`src/nplsm_consts.svh`:
```
// Purpose: Named offsets, fields, defaults and timing for the PVC manager
// Assumes: 200 MHz system clock
// Notes:   Definitions only
`ifndef NPLSM_CONSTS_SVH
`define NPLSM_CONSTS_SVH
// Register offsets
`define NPLSM_ADDR_CTRL   8'h00
`define NPLSM_ADDR_PARAM  8'h04
`define NPLSM_ADDR_STATUS 8'h08
`define NPLSM_ADDR_UACT   8'h0c
`define NPLSM_ADDR_PACT   8'h10
// Control bits
`define NPLSM_CTRL_EN     0
`define NPLSM_CTRL_ALT    1
`define NPLSM_CTRL_AFWD   2
`define NPLSM_CTRL_ARPT   3
`define NPLSM_CTRL_RST    4'h0
// Parameter fields, ranges and defaults
`define NPLSM_F_FULL      7:0
`define NPLSM_F_THR       11:8
`define NPLSM_F_WIN       15:12
`define NPLSM_F_POLLT     20:16
`define NPLSM_F_VERT      25:21
`define NPLSM_FULL_DEF    8'h06
`define NPLSM_FULL_MIN    8'h01
`define NPLSM_CNT_DEF_THR 4'h3
`define NPLSM_CNT_DEF_WIN 4'h4
`define NPLSM_CNT_MIN     4'h1
`define NPLSM_CNT_MAX     4'ha
`define NPLSM_POLLT_DEF   5'h0a
`define NPLSM_VERT_DEF    5'h0f
`define NPLSM_T_MIN       5'h05
`define NPLSM_T_MAX       5'h1e
// One-second tick
`define NPLSM_TICK_NS     1000000000
`define NPLSM_CLK_NS      5
`define NPLSM_TICK_CYC    (`NPLSM_TICK_NS / `NPLSM_CLK_NS)
`define NPLSM_HIST_W      10
`endif

```
`src/nplsm_pkg.sv`:
```
// Purpose: Types shared by the PVC manager
// Assumes: nothing
// Notes:   One-hot codes for the polling side
package nplsm_pkg;
  typedef enum logic [2:0] {
    PS_OFF  = 3'b001,
    PS_IDLE = 3'b010,
    PS_WAIT = 3'b100
  } nplsm_poll_t;
endpackage : nplsm_pkg

```
`src/nni_pvc_link_status_manager.sv`:
```
// Purpose: Bidirectional PVC management engine at a network interface
// Assumes: message layer on the same clock gives one-cycle event pulses
// Notes:   Timers count seconds from one shared tick
// Behaviour
// - Poll and poll-answer procedures run at once, independently.
// - Each side keeps its own sequence state, timers and window.
// - Request full status every configured cycle count, 1-255, default 6.
// - Error threshold reached within window declares side inactive.
// - Send enquiry at each poll timer expiry, 5-30 s, default 10.
// - Verify timer supervises polls, 5-30 s, default 15.
// - Both networks use same timers, threshold and window values.
// - Defaults apply from reset; other values by provisioning only.
// - Forward full-report status to users; async optionally.
// - Active bit sent each way ignores bit received the other way.
// - After a segment change answer next poll with full status; in async report mode an async report is sent instead.
// - Channel down at start until window count of valid cycles.
// - Optionally up after a valid first cycle; else full count.
// - Active only if segments, links and interfaces all operate.
// - Bidirectional remote user must itself report active.
// - Any failed criterion forces active bit zero.
// - Only a terminating network originates active one.
// - Intermediate network passes bit unchanged or forces zero.
// - Peer is both source and sink of enquiries and of replies.
// - Reports toward users include every traversed network.
// - Enquiries and replies exchanged continuously on every poll.
`timescale 1ns/1ps
`include "nplsm_consts.svh"
module nni_pvc_link_status_manager
  import nplsm_pkg::*;
#(
  parameter int NUM_PVC     = 4,
  parameter int TICK_CYCLES = `NPLSM_TICK_CYC
) (
  input  wire logic               clk,
  input  wire logic               arst_n,
  input  wire logic [7:0]         reg_addr,
  input  wire logic [31:0]        reg_wdata,
  input  wire logic               reg_wr,
  input  wire logic               reg_rd,
  output logic [31:0]             reg_rdata,
  output logic                    enq_send,
  output logic                    enq_full,
  input  wire logic               reply_rx,
  input  wire logic               reply_seq_ok,
  input  wire logic               poll_rx,
  input  wire logic               poll_seq_ok,
  input  wire logic               poll_full_req,
  output logic                    reply_send,
  output logic                    reply_full,
  output logic                    async_send,
  input  wire logic               seg_change,
  input  wire logic               rpt_valid,
  input  wire logic               rpt_full,
  input  wire logic [NUM_PVC-1:0] rpt_sel,
  input  wire logic [NUM_PVC-1:0] rpt_active,
  input  wire logic [NUM_PVC-1:0] seg_cfg,
  input  wire logic [NUM_PVC-1:0] seg_oper,
  input  wire logic               uni_ok,
  input  wire logic [NUM_PVC-1:0] terminating,
  input  wire logic [NUM_PVC-1:0] remote_bidir,
  input  wire logic [NUM_PVC-1:0] near_active,
  output logic [NUM_PVC-1:0]      user_active,
  output logic [NUM_PVC-1:0]      peer_active,
  output logic                    chan_op
);
  if (NUM_PVC < 1 || NUM_PVC > 32) begin : g_chk
    $error("NUM_PVC must be 1 to 32");
  end

  logic [3:0]          ctrl_reg;
  logic [25:0]         param_reg;
  logic                par_ok;
  logic                en;
  logic                tick;
  logic [4:0]          poll_sec_reg;
  logic [4:0]          ver_sec_reg;
  logic                poll_exp;
  logic                ver_exp;
  nplsm_poll_t         poll_st_reg;
  logic [7:0]          full_cyc_reg;
  logic                poll_ev;
  logic                poll_ev_ok;
  logic                ans_ev;
  logic                poll_op;
  logic                ans_op;
  logic [3:0]          poll_err;
  logic [3:0]          ans_err;
  logic                pend_reg;
  logic [NUM_PVC-1:0]  rx_active_reg;
  logic [NUM_PVC-1:0]  crit_ok;
  logic [NUM_PVC-1:0]  bidir_ok;

  ////////////////////////////////////////////////////////////////////////
  // Register port
  ////////////////////////////////////////////////////////////////////////
  assign en = ctrl_reg[`NPLSM_CTRL_EN];
  // Whole write refused if any field is outside its range
  assign par_ok =
    (reg_wdata[`NPLSM_F_FULL] >= `NPLSM_FULL_MIN) &&
    (reg_wdata[`NPLSM_F_THR] >= `NPLSM_CNT_MIN) &&
    (reg_wdata[`NPLSM_F_THR] <= `NPLSM_CNT_MAX) &&
    (reg_wdata[`NPLSM_F_WIN] >= `NPLSM_CNT_MIN) &&
    (reg_wdata[`NPLSM_F_WIN] <= `NPLSM_CNT_MAX) &&
    (reg_wdata[`NPLSM_F_POLLT] >= `NPLSM_T_MIN) &&
    (reg_wdata[`NPLSM_F_POLLT] <= `NPLSM_T_MAX) &&
    (reg_wdata[`NPLSM_F_VERT] >= `NPLSM_T_MIN) &&
    (reg_wdata[`NPLSM_F_VERT] <= `NPLSM_T_MAX);

  // Control and parameter writes
  always_ff @(posedge clk or negedge arst_n) begin
    if (!arst_n) begin
      ctrl_reg  <= `NPLSM_CTRL_RST;
      param_reg <= {`NPLSM_VERT_DEF, `NPLSM_POLLT_DEF, `NPLSM_CNT_DEF_WIN,
                    `NPLSM_CNT_DEF_THR, `NPLSM_FULL_DEF};
    end else if (reg_wr) begin
      if (reg_addr == `NPLSM_ADDR_CTRL) begin
        ctrl_reg <= reg_wdata[3:0];
      end
      // Provisioning only while stopped
      if (reg_addr == `NPLSM_ADDR_PARAM && par_ok && !en) begin
        param_reg <= reg_wdata[25:0];
      end
    end
  end

  // Read data, valid in the cycle after the strobe only
  always_ff @(posedge clk or negedge arst_n) begin
    if (!arst_n) begin
      reg_rdata <= 32'h0;
    end else if (reg_rd) begin
      unique case (reg_addr)
        `NPLSM_ADDR_CTRL:   reg_rdata <= {28'h0, ctrl_reg};
        `NPLSM_ADDR_PARAM:  reg_rdata <= {6'h0, param_reg};
        `NPLSM_ADDR_STATUS: reg_rdata <= {17'h0, poll_st_reg, ans_err,
                              poll_err, pend_reg, chan_op, ans_op, poll_op};
        `NPLSM_ADDR_UACT:   reg_rdata <= 32'(user_active);
        `NPLSM_ADDR_PACT:   reg_rdata <= 32'(peer_active);
        default:            reg_rdata <= 32'h0;
      endcase
    end else begin
      reg_rdata <= 32'h0;
    end
  end

  ////////////////////////////////////////////////////////////////////////
  // Seconds timers
  ////////////////////////////////////////////////////////////////////////
  nplsm_tick #(
    .TICK_CYCLES(TICK_CYCLES)
  ) u_tick (
    .clk    (clk),
    .arst_n (arst_n),
    .restart(!en),
    .tick   (tick)
  );

  assign poll_exp = en && tick && (poll_sec_reg == 5'h01);
  assign ver_exp  = en && tick && (ver_sec_reg == 5'h01);

  // Poll interval timer
  always_ff @(posedge clk or negedge arst_n) begin
    if (!arst_n) begin
      poll_sec_reg <= `NPLSM_POLLT_DEF;
    end else if (!en || poll_exp) begin
      poll_sec_reg <= param_reg[`NPLSM_F_POLLT];
    end else if (tick) begin
      poll_sec_reg <= poll_sec_reg - 5'h01;
    end
  end

  // Poll verify timer, restarted by each poll
  always_ff @(posedge clk or negedge arst_n) begin
    if (!arst_n) begin
      ver_sec_reg <= `NPLSM_VERT_DEF;
    end else if (!en || ver_exp || poll_rx) begin
      ver_sec_reg <= param_reg[`NPLSM_F_VERT];
    end else if (tick) begin
      ver_sec_reg <= ver_sec_reg - 5'h01;
    end
  end

  ////////////////////////////////////////////////////////////////////////
  // Polling side
  ////////////////////////////////////////////////////////////////////////
  // Outstanding enquiry tracking
  always_ff @(posedge clk or negedge arst_n) begin
    if (!arst_n) begin
      poll_st_reg <= PS_OFF;
    end else if (!en) begin
      poll_st_reg <= PS_OFF;
    end else begin
      unique case (poll_st_reg)
        PS_OFF:  poll_st_reg <= PS_IDLE;
        PS_IDLE: if (poll_exp) poll_st_reg <= PS_WAIT;
        PS_WAIT: if (reply_rx) poll_st_reg <= PS_IDLE;
        default: poll_st_reg <= PS_OFF;
      endcase
    end
  end

  // Reply or missed reply closes a cycle
  assign poll_ev    = (poll_st_reg == PS_WAIT) && (reply_rx || poll_exp);
  assign poll_ev_ok = reply_rx && reply_seq_ok;

  // Enquiry on expiry, full request every N cycles
  always_ff @(posedge clk or negedge arst_n) begin
    if (!arst_n) begin
      enq_send     <= 1'b0;
      enq_full     <= 1'b0;
      full_cyc_reg <= 8'h00;
    end else if (!en) begin
      enq_send     <= 1'b0;
      enq_full     <= 1'b0;
      full_cyc_reg <= 8'h00;
    end else begin
      enq_send <= poll_exp;
      if (poll_exp) begin
        if (full_cyc_reg == param_reg[`NPLSM_F_FULL] - 8'h01) begin
          full_cyc_reg <= 8'h00;
          enq_full     <= 1'b1;
        end else begin
          full_cyc_reg <= full_cyc_reg + 8'h01;
          enq_full     <= 1'b0;
        end
      end
    end
  end

  nplsm_err_window u_poll_win (
    .clk      (clk),
    .arst_n   (arst_n),
    .clear    (!en),
    .ev_valid (poll_ev),
    .ev_ok    (poll_ev_ok),
    .thr      (param_reg[`NPLSM_F_THR]),
    .win      (param_reg[`NPLSM_F_WIN]),
    .alt_start(ctrl_reg[`NPLSM_CTRL_ALT]),
    .oper     (poll_op),
    .err_cnt  (poll_err)
  );

  ////////////////////////////////////////////////////////////////////////
  // Answering side
  ////////////////////////////////////////////////////////////////////////
  // Poll or verify expiry is one monitored event
  assign ans_ev = en && (poll_rx || ver_exp);

  nplsm_err_window u_ans_win (
    .clk      (clk),
    .arst_n   (arst_n),
    .clear    (!en),
    .ev_valid (ans_ev),
    .ev_ok    (poll_rx && poll_seq_ok),
    .thr      (param_reg[`NPLSM_F_THR]),
    .win      (param_reg[`NPLSM_F_WIN]),
    .alt_start(ctrl_reg[`NPLSM_CTRL_ALT]),
    .oper     (ans_op),
    .err_cnt  (ans_err)
  );

  // Pending full report after segment change, set wins
  always_ff @(posedge clk or negedge arst_n) begin
    if (!arst_n) begin
      pend_reg <= 1'b0;
    end else if (seg_change && !ctrl_reg[`NPLSM_CTRL_ARPT]) begin
      pend_reg <= 1'b1;
    end else if (en && poll_rx) begin
      pend_reg <= 1'b0;
    end
  end

  // Reply to every poll
  always_ff @(posedge clk or negedge arst_n) begin
    if (!arst_n) begin
      reply_send <= 1'b0;
      reply_full <= 1'b0;
      async_send <= 1'b0;
    end else begin
      reply_send <= en && poll_rx;
      reply_full <= en && poll_rx && (poll_full_req || pend_reg);
      async_send <= en && seg_change && ctrl_reg[`NPLSM_CTRL_ARPT];
    end
  end

  ////////////////////////////////////////////////////////////////////////
  // Active bit handling
  ////////////////////////////////////////////////////////////////////////
  // Channel needs both procedure sides up
  assign chan_op = poll_op && ans_op;

  // Learned peer status; absent from full report means inactive
  always_ff @(posedge clk or negedge arst_n) begin
    if (!arst_n) begin
      rx_active_reg <= '0;
    end else if (rpt_valid && rpt_full) begin
      rx_active_reg <= rpt_active & rpt_sel;
    end else if (rpt_valid && ctrl_reg[`NPLSM_CTRL_AFWD]) begin
      rx_active_reg <= (rx_active_reg & ~rpt_sel) |
                       (rpt_active & rpt_sel);
    end
  end

  // Local criteria
  assign crit_ok  = seg_cfg & seg_oper & {NUM_PVC{uni_ok && chan_op}};
  assign bidir_ok = ~remote_bidir | near_active;

  // Outputs per direction, each from its own source
  always_ff @(posedge clk or negedge arst_n) begin
    if (!arst_n) begin
      user_active <= '0;
      peer_active <= '0;
    end else begin
      // Pass peer bit or force zero
      user_active <= crit_ok & rx_active_reg;
      // Originate when terminating, else pass
      peer_active <= crit_ok & ((terminating & bidir_ok) |
                                (~terminating & near_active));
    end
  end
endmodule : nni_pvc_link_status_manager

```
`src/nplsm_err_window.sv`:
```
// Purpose: Error window and operational state for one procedure side
// Assumes: events are one-cycle pulses
// Notes:   Keeps the last ten events, counts errors in the window
`timescale 1ns/1ps
`include "nplsm_consts.svh"
module nplsm_err_window (
  input  wire logic       clk,
  input  wire logic       arst_n,
  input  wire logic       clear,
  input  wire logic       ev_valid,
  input  wire logic       ev_ok,
  input  wire logic [3:0] thr,
  input  wire logic [3:0] win,
  input  wire logic       alt_start,
  output logic            oper,
  output logic [3:0]      err_cnt
);
  logic [`NPLSM_HIST_W-1:0] hist_reg;
  logic [`NPLSM_HIST_W-1:0] hist_next;
  logic [3:0]               run_reg;
  logic [3:0]               run_next;
  logic [3:0]               err_next;
  logic                     first_reg;

  // Errors among the newest win events
  function automatic logic [3:0] errs(input logic [`NPLSM_HIST_W-1:0] h,
                                      input logic [3:0] w);
    logic [3:0] c;
    c = 4'h0;
    for (int i = 0; i < `NPLSM_HIST_W; i++) begin
      if (h[i] && (i < int'(w))) c = c + 4'h1;
    end
    return c;
  endfunction : errs

  assign hist_next = {hist_reg[`NPLSM_HIST_W-2:0], ~ev_ok};
  assign err_next  = errs(hist_next, win);
  assign run_next  = !ev_ok ? 4'h0 :
                     (run_reg == `NPLSM_CNT_MAX) ? run_reg : run_reg + 4'h1;
  assign err_cnt   = errs(hist_reg, win);

  // History and valid run
  always_ff @(posedge clk or negedge arst_n) begin
    if (!arst_n) begin
      hist_reg  <= '0;
      run_reg   <= 4'h0;
      first_reg <= 1'b1;
    end else if (clear) begin
      hist_reg  <= '0;
      run_reg   <= 4'h0;
      first_reg <= 1'b1;
    end else if (ev_valid) begin
      hist_reg  <= hist_next;
      run_reg   <= run_next;
      first_reg <= 1'b0;
    end
  end

  // Operational decision
  always_ff @(posedge clk or negedge arst_n) begin
    if (!arst_n) begin
      oper <= 1'b0;
    end else if (clear) begin
      oper <= 1'b0;
    end else if (ev_valid) begin
      if (first_reg && alt_start && ev_ok) begin
        oper <= 1'b1;
      end else if (err_next >= thr) begin
        oper <= 1'b0;
      end else if (run_next >= win) begin
        oper <= 1'b1;
      end
    end
  end
endmodule : nplsm_err_window

```
`src/nplsm_tick.sv`:
```
// Purpose: One-cycle pulse once per second
// Assumes: single clock
// Notes:   Restarts its count while restart is high
`timescale 1ns/1ps
`include "nplsm_consts.svh"
module nplsm_tick #(
  parameter int TICK_CYCLES = `NPLSM_TICK_CYC
) (
  input  wire logic clk,
  input  wire logic arst_n,
  input  wire logic restart,
  output logic      tick
);
  if (TICK_CYCLES < 2) begin : g_chk
    $error("TICK_CYCLES too small");
  end
  logic [31:0] cnt_reg;
  // Divider
  always_ff @(posedge clk or negedge arst_n) begin
    if (!arst_n) begin
      cnt_reg <= 32'h0;
      tick    <= 1'b0;
    end else if (restart) begin
      cnt_reg <= 32'h0;
      tick    <= 1'b0;
    end else if (cnt_reg == 32'(TICK_CYCLES - 1)) begin
      cnt_reg <= 32'h0;
      tick    <= 1'b1;
    end else begin
      cnt_reg <= cnt_reg + 32'h1;
      tick    <= 1'b0;
    end
  end
endmodule : nplsm_tick

```
`config.mk`:
```
export PLATFORM = sky130hd
export DESIGN_NAME = nni_pvc_link_status_manager
export DESIGN_NICKNAME = d
export VERILOG_FILES = /design/src/nplsm_pkg.sv /design/src/nni_pvc_link_status_manager.sv /design/src/nplsm_err_window.sv /design/src/nplsm_tick.sv
export VERILOG_INCLUDE_DIRS = /design/src /design/src/src
export SDC_FILE = /design/constraint.sdc
export NUM_CORES = 1
export LEC_CHECK = 0
export BUFFER_PORTS_ARGS = -buffer_cell sky130_fd_sc_hd__buf_4
export CAP_MARGIN = 5
export CORE_MARGIN = 5
export CORE_UTILIZATION = 29
export CTS_CLUSTER_DIAMETER = 80
export DETAILED_ROUTE_END_ITERATION = 16
export GPL_TIMING_DRIVEN = 0
export HOLD_SLACK_MARGIN = 0.05
export SLEW_MARGIN = 20
export SYNTH_ARGS = -nofsm -noshare
export SYNTH_HDL_FRONTEND = slang
export SYNTH_SLANG_ARGS = --single-unit
```
`constraint.sdc`:
```
create_clock -name clk -period 7.22 [get_ports clk]
set_input_delay 1.083 -clock clk [delete_from_list [all_inputs] [get_ports clk]]
set_output_delay 1.083 -clock clk [all_outputs]
set_load 0.05 [all_outputs]
```
Word-level counts from Yosys, hierarchy flattened
Index checks and enable logic that the tools add are counted.
{"block": "word_totals", "reg_bits": 166, "output_inout_bits": 46, "inputBits": 81, "elab_cells": 307}
{"block": "op_classes", "magnitude_cmp": 23, "n_reduce_logical": 88, "n_eq_ne": 20, "n_bitwise": 16, "add_sub_neg": 43, "n_mux": 91}
{"cell": "$mux W4", "n": 46}
{"cell": "$add A4 B1 Y4 const B", "n": 34}
{"cell": "$pmux W26 S5", "n": 1}
{"cell": "$mux W32", "n": 3}
{"cell": "$logic_and A1 B1 Y1", "n": 70}
{"cell": "$mux W10", "n": 4}
{"cell": "$add A32 B1 Y32 const B", "n": 1}
{"cell": "$and A4 B4 Y4", "n": 8}
{"cell": "$eq A32 B28 Y1 const B", "n": 1}
{"cell": "$mux W1", "n": 26}
{"cell": "$mux W8", "n": 3}
{"cell": "$mux W5", "n": 4}
{"cell": "$eq A8 B4 Y1 const B", "n": 2}
{"cell": "$ge A4 B4 Y1", "n": 4}
{"cell": "$lt A3 B4 Y1 const A", "n": 4}
{"cell": "$not A4 Y4", "n": 3}
{"cell": "$or A4 B4 Y4", "n": 3}
{"cell": "$eq A5 B1 Y1 const B", "n": 2}
{"cell": "$ge A5 B3 Y1 const B", "n": 2}
{"cell": "$le A5 B5 Y1 const B", "n": 2}
{"cell": "$reduce_and A2 Y1", "n": 5}
{"cell": "$sub A5 B1 Y5 const B", "n": 2}
{"cell": "$mux W3", "n": 3}
{"cell": "$pmux W3 S3", "n": 1}
{"cell": "other kinds (24)", "n": 47}

Depth between registers and ports, before layout
Gate-level depths: netlist (run 1).
{"block": "depth", "depth_word": 27, "mapped_depth": 38, "depth_no_buf": 33}

By module
From an unflattened synthesis (run 1), not the netlist that was laid out.
{"block": "hier_totals", "hier_cells": 1262, "hier_area_um2": 11723.7}
{"module": "nplsm_err_window", "instances": 2, "area_per_inst_um2": 2668.8, "seq_area_each_um2": 401.6, "cells_per_inst": 330}
{"module": "nni_pvc_link_status_manager", "instances": 1, "area_per_inst_um2": 4590.7, "seq_area_each_um2": 2399.8, "cells_per_inst": 419}
{"module": "nplsm_tick", "instances": 1, "area_per_inst_um2": 1795.5, "seq_area_each_um2": 825.8, "cells_per_inst": 183}

Worst setup path before layout (run 1)
Ideal clock, no wire load.
{"block": "synth_path", "kind": "reg2reg", "start": "register param_reg[15]", "end": "register u_ans_win.oper", "arrival_ns": 6.668, "required_ns": 7.116, "n_path_buf": 5, "path_slack_ns": 0.448, "period_less_slack_ns": 6.772, "stages_incl_launch_ff": 38, "setup_time_ns": 0.104, "path_cell_list": "dfrtp_1 -> buf_6 -> buf_4 -> buf_2 -> clkbuf_1 -> inv_1 -> nand3_1 -> nor2_1 -> a21oi_1 -> ha_1 -> buf_1 -> xor2_4 -> inv_1 -> ha_1 -> o211ai_1 -> a21boi_0 -> o21ai_0 -> o221ai_1 -> [... 2 more ...] -> nand2_1 -> o31ai_1 -> xnor2_1 -> nand2_1 -> o21ai_0 -> ha_1 -> xnor2_1 -> a2bb2oi_1 -> xor2_1 -> mux2_2 -> ha_1 -> mux2_2 -> ha_1 -> a21o_1 -> a21o_1 -> a21oi_1 -> o32ai_1 -> a221oi_1"}
{"block": "synth_between", "elab_chain_cells": 26, "word_cells_on_any_way": 47, "cone_classes": "9 x add/sub; 12 x order compare; 1 x eq/ne; 14 x mux; 11 x reduce/logical"}
{"item": "start: declaration", "line_no": "nni_pvc_link_status_manager.sv:71", "source": "logic [25:0] param_reg;"}
{"item": "start signal: assignment", "line_no": "nni_pvc_link_status_manager.sv:113", "source": "param_reg <= {`NPLSM_VERT_DEF, `NPLSM_POLLT_DEF, `NPLSM_CNT_DEF_WIN,"}
{"item": "start signal: assignment", "line_no": "nni_pvc_link_status_manager.sv:121", "source": "param_reg <= reg_wdata[25:0];"}
{"item": "$lt A1 B4 Y1", "line_no": "nplsm_err_window.sv:31", "source": "if (h[i] && (i < int'(w))) c = c + 4'h1;"}
{"item": "$logic_and A1 B1 Y1", "line_no": "nplsm_err_window.sv:31"}
{"item": "$mux W1", "line_no": "nplsm_err_window.sv:31"}
{"item": "$add A1 B1 Y2", "line_no": "nplsm_err_window.sv:31"}
{"item": "$mux W4", "line_no": "nplsm_err_window.sv:31"}
{"item": "$add A4 B1 Y4", "line_no": "nplsm_err_window.sv:31"}
{"item": "$mux W4", "line_no": "nplsm_err_window.sv:31"}
{"item": "$add A4 B1 Y4", "line_no": "nplsm_err_window.sv:31"}
{"item": "[... 10 more ...]"}
{"item": "$mux W4", "line_no": "nplsm_err_window.sv:31"}
{"item": "$add A4 B1 Y4", "line_no": "nplsm_err_window.sv:31"}
{"item": "$mux W4", "line_no": "nplsm_err_window.sv:31"}
{"item": "$ge A4 B4 Y1", "line_no": "nplsm_err_window.sv:68", "source": "end else if (err_next >= thr) begin"}
{"item": "$mux W1", "line_no": "nplsm_err_window.sv:68"}
{"item": "$mux W1", "line_no": "nplsm_err_window.sv:66", "source": "if (first_reg && alt_start && ev_ok) begin"}
{"item": "$mux W1", "line_no": "nplsm_err_window.sv:65", "source": "end else if (ev_valid) begin"}
{"item": "$mux W1", "line_no": "nplsm_err_window.sv:63", "source": "end else if (clear) begin"}
{"item": "end signal: assignment", "line_no": "nplsm_err_window.sv:64", "source": "oper <= 1'b0;"}
{"item": "end signal: assignment", "line_no": "nplsm_err_window.sv:67", "source": "oper <= 1'b1;"}
{"item": "end signal: assignment", "line_no": "nplsm_err_window.sv:69", "source": "oper <= 1'b0;"}
{"item": "end: declaration", "line_no": "nplsm_err_window.sv:15", "source": "output logic oper,"}
Parallel ways exist; a longest one is shown, timed or not. The select of a mux whose other input is x is not followed.
A chain may end at the register's enable or synchronous reset.

Worst setup path in the final report (run 1)
Same ends and word-level chain as after synthesis.

==> out/metrics.csv, run 1 <==
stage;metric;value;unit
sta;fin_crit_sh;94.2;%
floorplanning;fp.dieArea;0.0422;mm²
floorplanning;ios;127;
worst_setup_path;path_delay_family;compound AO/OA/AOI/OAI gates;
route;drt-vias-per-instance;5.03;
logic_synthesis;synth_top_area_share;31.6;%
power;p_leak;5.82;nW
layout;area_growth;19.7;%
power;p_sw_share;25.2;%
logic_synthesis;netlist_instances;1223;
worst_setup_path;cp_slowest_cell;dfrtp_1;
job;drv_cap;0;
floorplanning;start_util;29.4;%
clock_network;clk_pin_slew;0.06;ns
logic_synthesis;yosysWarningCount;0;
global_route;grt_usage;15.0;%
floorplanning;rows;71;
layout;n_antenna_cell;0;
power;peakVddDrop;0.110;mV
worst_setup_path;startpoint_type;flip-flop;
clock_network;clockBufferDepth;2;
route;vias;9459;
sta;setup_viol;0;
global_route;grt_max_degree;88;
floorplanning;die_y;205;µm
floorplanning;coreArea;0.0377;mm²
worst_hold_path;hp-class;reg2reg;
sta;fmax;147;MHz
sta;skew;0.0116;ns
logic_synthesis;synth_edf_count;0;
logic_synthesis;synthTopCellsByArea;dfrtp_1, ha_1, xnor2_1, nand2_1, dfstp_2;
route;antenna_left;0;
sta;max_slew.worst_pin.slew;0.844;ns
power;internal_power;0.00148;W
worst_setup_path;crit_path_end_kind;flip-flop;
clock_network;clock-sinks;160;
layout;nNetsFinal;1504;
sta;finalMaxSlewViolations;0;
sta;setup_ws;0.418;ns
route;finalWirelength;31300;µm
clock_network;clk_root_buffer_cell;clkbuf_16;
clock_network;tritoncts;done;
placement;portBuffers;111;
logic_synthesis;yosysSeqAreaShare;36.4;%
placement;dpl.hpwl;24700;µm
logic_synthesis;synth_area_per_cell;9.05;µm²
route;drtIter0Drc;565;
power;seqPwrFrac;46.3;%
placement;gp_congestion;0.890;
global_route;first_global_vias;9328;
global_route;antenna_found_initial;0;
placement;post-place-ws;-1.34;ns
clock_network;cts_made_buffers;17;
worst_setup_path;cp.required;7.56;ns
route;drc;0;
logic_synthesis;synth_seq_cells;160;
sta;slew_headroom;43.3;%
floorplanning;fp.dieW;205;µm
layout;largest_reg_flops;32;
sta;finalHoldViolCount;0;
logic_synthesis;syn-cell-area;0.0111;mm²
clock_network;cts.htree.levels;4;
clock_network;clk_latency;0.44;ns
power;comb_power_share;8.4;%
power;p_switching;0.000499;W
logic_synthesis;netlist.top_cell.by_area;dfrtp_1;
logic_synthesis;async_flop_share;100;%
clock_network;ctsHoldBuffers;0;
worst_setup_path;critical_path_class;reg2reg;
worst_setup_path;path_buf_inv;4;
layout;most-common-layout-cells;nand2_1, dfrtp_1, buf_4;
worst_setup_path;cp_slowest_stage_delay;0.34;ns
route;dr.pass1.iters;5;
layout;drive_above_1_share;18.8;%
layout;final_common_cell;nand2_1;
global_route;grt_pass1_wl;50300;µm
worst_setup_path;cp_max_fo;19;
power;clkPwrFrac;45.3;%
worst_setup_path;crit_top_cell;ha_1;
worst_setup_path;critPathArrivalTime;7.14;ns
global_route;grt_overflow_total;0;
run_status;outcome;complete, no violations;
route;routedWlPerCell;16.7;µm
sta;finalCriticalPeriod;6.80;ns
logic_synthesis;ys.flop_type;dfrtp_1;
power;power;0.00198;W
power;power.density;150;mW/mm²
logic_synthesis;yosysUniqueCellTypes;91;
## through the flow
stage / utilization [%] / instance area [µm²] / setup TNS [ns] / hold slack [ns] / instances
floorplan: - / 11100 / 0 / 0.439 / 1228
global placement: 33.3 / 12600 / -1.56 / 0.452 / 1850
detailed placement: 33.4 / 12600 / -1.87 / 0.455 / 1851
CTS: 35.1 / 13200 / 0 / 0.466 / 1881
global route: 35.2 / 13200 / -0.00208 / 0.496 / 1882
finish: 35.2 / 13200 / 0 / 0.464 / 1882
## kinds of logic (layout without fill, tap and decap cells)
group                      count (synthesis)  count (layout)  share of synthesized area, %
AOI/OAI and AO/OA                        252             252                          15.2
xor gates and xnor gates                 136             136                          12.3
adders and majority gates                 66              66                          7.45
buffers and inverters                    110             253                          4.39
DFF                                      160             160                          36.4
muxes                                     40              40                          4.01
other                                      1               6                        0.0339
and+or+nand+nor                          458             458                          20.2
## worst paths after layout
check / from / slack [ns] / end / depth (start not counted)
max: param_reg[15]$_DFFE_PN0P_ / 0.42 / u_ans_win.oper$_DFFE_PN0P_ / 34
min: u_poll_win.first_reg$_DFFE_PN1P_ / 0.46 / u_poll_win.first_reg$_DFFE_PN1P_ / 2
max reg2reg: param_reg[15]$_DFFE_PN0P_ / 0.42 / u_ans_win.oper$_DFFE_PN0P_ / 34
min reg2reg: u_poll_win.first_reg$_DFFE_PN1P_ / 0.46 / u_poll_win.first_reg$_DFFE_PN1P_ / 2
max in group asynchronous: arst_n / 5.75 / u_poll_win.first_reg$_DFFE_PN1P_ / 2
min in group asynchronous: arst_n / 0.59 / param_reg[4]$_DFFE_PN0P_ / 1
## cell type report
class,instances,area [µm²]
fillers,3919,24400
plain buffers,54,282
well taps,511,639
inverters,52,203
clock inverters,10,101
flip-flops and latches,160,4030
clock buffers,22,474
multi-input cells,958,6630
repair buffers,115,891
## per-layer routing
layer	up-vias	global-route usage, %	routed length [µm]
met5	-	0	0
met4	0	4.67	796
met3	45	2.36	1180
met2	229	24.8	15100
met1	4620	20.2	14300
li1	4565	-	-
## Yosys cell counts (14+ instances only)
master    count
nand4_1      18
mux2_2       35
dfrtp_1     140
a22o_1       14
nand3_1      42
and2_1       28
inv_1        52
xnor2_1      69
xor2_1       55
clkbuf_1     35
a21oi_1      62
nand2b_1     18
o21ai_0      56
ha_1         65
nor2_1       96
and3_1       22
nor3_1       21
dfstp_2      20
nand2_1     153
## power groups by stage
| stage | sequential [W] | combinational, W | clock (W) |
|---|---|---|---|
| after floorplan | 0.000933 | 0.0000800 | 0 |
| after global placement | 0.000935 | 0.000160 | 0 |
| after detailed placement | 0.000935 | 0.000164 | 0 |
| after CTS | 0.000918 | 0.000168 | 0.000917 |
| after global routing | 0.000920 | 0.000185 | 0.000953 |
| final | 0.000919 | 0.000166 | 0.000898 |
## timing repair
| action | CTS | global route |
|---|---|---|
| gates resized for setup | 13 | 6 |
| endpoints found under the hold margin | 0 | 0 |
| pin swaps | 0 | 2 |
| endpoints found under the setup margin | 4 | 2 |
| setup buffers | 0 | 3 |
## tightest hold or removal path: stages (launching register included)
cell and delay, ns:
dfstp_2 0.37, nand2_1 0.05, nand2_1 0.05
No activity file was read; power rests on OpenSTA's default activity.
==> run 2: changes to the inputs <==
--- a/config.mk
+++ b/config.mk
@@ -14,7 +14,6 @@
 export DETAILED_ROUTE_END_ITERATION = 16
 export GPL_TIMING_DRIVEN = 0
 export HOLD_SLACK_MARGIN = 0.05
-export SLEW_MARGIN = 20
 export SYNTH_ARGS = -nofsm -noshare
 export SYNTH_HDL_FRONTEND = slang
 export SYNTH_SLANG_ARGS = --single-unit
==> constraint.sdc (replaced) <==
create_clock -name clk -period 7.22 [get_ports clk]
set_input_delay 1.444 -clock clk [delete_from_list [all_inputs] [get_ports clk]]
set_output_delay 1.444 -clock clk [all_outputs]
set_load 0.05 [all_outputs]
==> run 2 against run 1 <==
  * Setup slack worse by 0.087 ns
  * Register-to-register slack better by 0.07 ns
  * Critical path type is now in2reg
  * Utilization up 0.073 points
==> out/metrics.csv, run 2 (synthesis results as in run 1) <==
stage;metric;value;unit
run_status;outcome;complete, no violations;
sta;fmax;145;MHz
sta;setup_viol;0;
placement;place_area;0.0126;mm²
global_route;grt_pass1_wl;50300;µm
worst_hold_path;holdCritStartpoint;u_poll_win.first_reg$_DFFE_PN1P_;
worst_setup_path;startpoint_type;input pin;
placement;placedCellCount;1851;
floorplanning;die_y;205;µm
placement;dpl.hpwl;24700;µm
global_route;antenna_found_initial;0;
worst_setup_path;r2r_cells;34;
route;routedWlPerCell;16.7;µm
route;drc;0;
clock_network;tritoncts;done;
layout;final_area;0.0133;mm²
sta;rsz0062_at_grt;false;
route;antenna_left;0;
floorplanning;rows;71;
worst_setup_path;cp.required;7.56;ns
worst_setup_path;crit_path_end_kind;flip-flop;
floorplanning;start_util;29.4;%
clock_network;clk_pin_slew;0.06;ns
floorplanning;fp.dieArea;0.0422;mm²
sta;finalHoldViolCount;0;
power;comb_power_share;8.4;%
job;drv_cap;0;
global_route;grt_usage;15.0;%
sta;fin_crit_sh;95.4;%
clock_network;clock-sinks;160;
sta;max_slew.worst_pin.slew;0.834;ns
clock_network;cts_made_buffers;17;
clock_network;ctsHoldBuffers;0;
worst_setup_path;r2r_start;param_reg[14]$_DFFE_PN1P_;
power;p_sw_share;25.2;%
layout;nNetsFinal;1507;
clock_network;cts.htree.levels;4;
sta;setup_tns;0;ns
global_route;grt_max_degree;88;
worst_setup_path;regToRegSetupSlack;0.49;ns
route;dr.pass1.iters;5;
layout;final_common_cell;nand2_1;
clock_network;clk_latency;0.44;ns
layout;area_growth;19.9;%
clock_network;clk_root_buffer_cell;clkbuf_16;
layout;largest_reg_flops;32;
worst_setup_path;crit_top_cell;ha_1;
power;power.density;150;mW/mm²
power;seqPwrFrac;46.3;%
route;drt-vias-per-instance;5.06;
worst_hold_path;hp-class;reg2reg;
floorplanning;fp.dieW;205;µm
global_route;grt_overflow_total;0;
power;p_switching;0.000501;W
route;finalWirelength;31500;µm
global_route;first_global_vias;9328;
layout;final_cells;1885;
layout;drive_above_1_share;19.2;%
worst_setup_path;critPathArrivalTime;7.23;ns
sta;finalMaxSlewViolations;0;
route;drtIter0Drc;509;
power;clkPwrFrac;45.3;%
worst_setup_path;cp_max_fo;8;
floorplanning;coreArea;0.0377;mm²
worst_setup_path;cp_slowest_stage_delay;0.30;ns
power;p_leak;5.84;nW
sta;skew;0.00944;ns
layout;most-common-layout-cells;nand2_1, dfrtp_1, buf_4;
worst_hold_path;hold-path-cell-count;2;
power;peakVddDrop;0.110;mV
clock_network;clockBufferDepth;2;
sta;finalCriticalPeriod;6.89;ns
route;vias;9532;
sta;slew_headroom;44.0;%
layout;n_antenna_cell;0;
power;internal_power;0.00148;W
worst_setup_path;cp_slowest_cell;ha_1;
floorplanning;ios;127;
worst_setup_path;r2r-end;u_ans_win.oper$_DFFE_PN0P_;
placement;portBuffers;111;
placement;gp_congestion;0.890;
worst_setup_path;critical_path_class;in2reg;
worst_hold_path;holdPathEnd;u_poll_win.first_reg$_DFFE_PN1P_;
power;power;0.00199;W
[run 2: stage by stage]
step	hold slack, ns	util, %	setup WS (ns)
4_1_cts	0.466	35.1	0.0768
3_3_place_gp	0.452	33.3	-1.22
2_1_floorplan	0.439	-	0.135
5_1_grt	0.496	35.2	0.00884
6_report	0.467	35.2	0.331
3_5_place_dp	0.455	33.4	-1.34
[run 2: worst max-delay path by stage]
stage	from	to	slack, ns	depth (start not counted)
finish	poll_rx	u_ans_win.oper$_DFFE_PN0P_	0.33	31
global route	poll_rx	u_ans_win.oper$_DFFE_PN0P_	0.009	30
CTS	param_reg[15]$_DFFE_PN0P_	u_ans_win.oper$_DFFE_PN0P_	0.08	35
detailed placement	param_reg[15]$_DFFE_PN0P_	u_ans_win.oper$_DFFE_PN0P_	-1.34	37
global placement	param_reg[15]$_DFFE_PN0P_	u_ans_win.oper$_DFFE_PN0P_	-1.22	37
floorplan	poll_rx	u_ans_win.oper$_DFFE_PN0P_	0.14	31
[run 2: worst max-delay path, delay by kind of cell]
family	cells	cell delay (ns)
AND/OR/NAND/NOR	4	0.56
buffers and inverters	2	0.34
AO/OA/AOI/OAI	14	2.14
multiplexers	2	0.56
XOR/XNOR	3	0.59
adder cells (fa/ha/maj)	6	1.56
[run 2: cell type report]
cell class                      count  area (µm²)
Fill cell                        3918       24400
Multi-Input combinational cell    958        6630
Clock inverter                     10         101
Inverter                           52         203
Clock buffer                       22         474
Timing Repair Buffer              118         913
Tap cell                          511         639
Sequential cell                   160        4030
Buffer                             54         279
[run 2: power groups by stage]
stage	Combinational (W)	Sequential, W	Clock [W]
after floorplan	0.0000800	0.000933	0
final	0.000167	0.000919	0.000899
after global placement	0.000160	0.000935	0
after global routing	0.000186	0.000919	0.000953
after detailed placement	0.000164	0.000935	0
after CTS	0.000168	0.000918	0.000917
[run 2: layer usage]
| layer | track usage (%) | vias up | share of wire (%) |
|---|---|---|---|
| met2 | 24.8 | 229 | 48 |
| li1 | - | 4573 | - |
| met4 | 4.67 | 0 | 2.6 |
| met3 | 2.36 | 50 | 3.8 |
| met1 | 20.2 | 4680 | 45 |
| met5 | 0 | - | 0 |
[run 2: timing repair]
| action | CTS | global route |
|---|---|---|
| endpoints found under the setup margin | 4 | 2 |
| pin swaps | 0 | 4 |
| setup buffers | 0 | 6 |
| gates resized for setup | 14 | 7 |
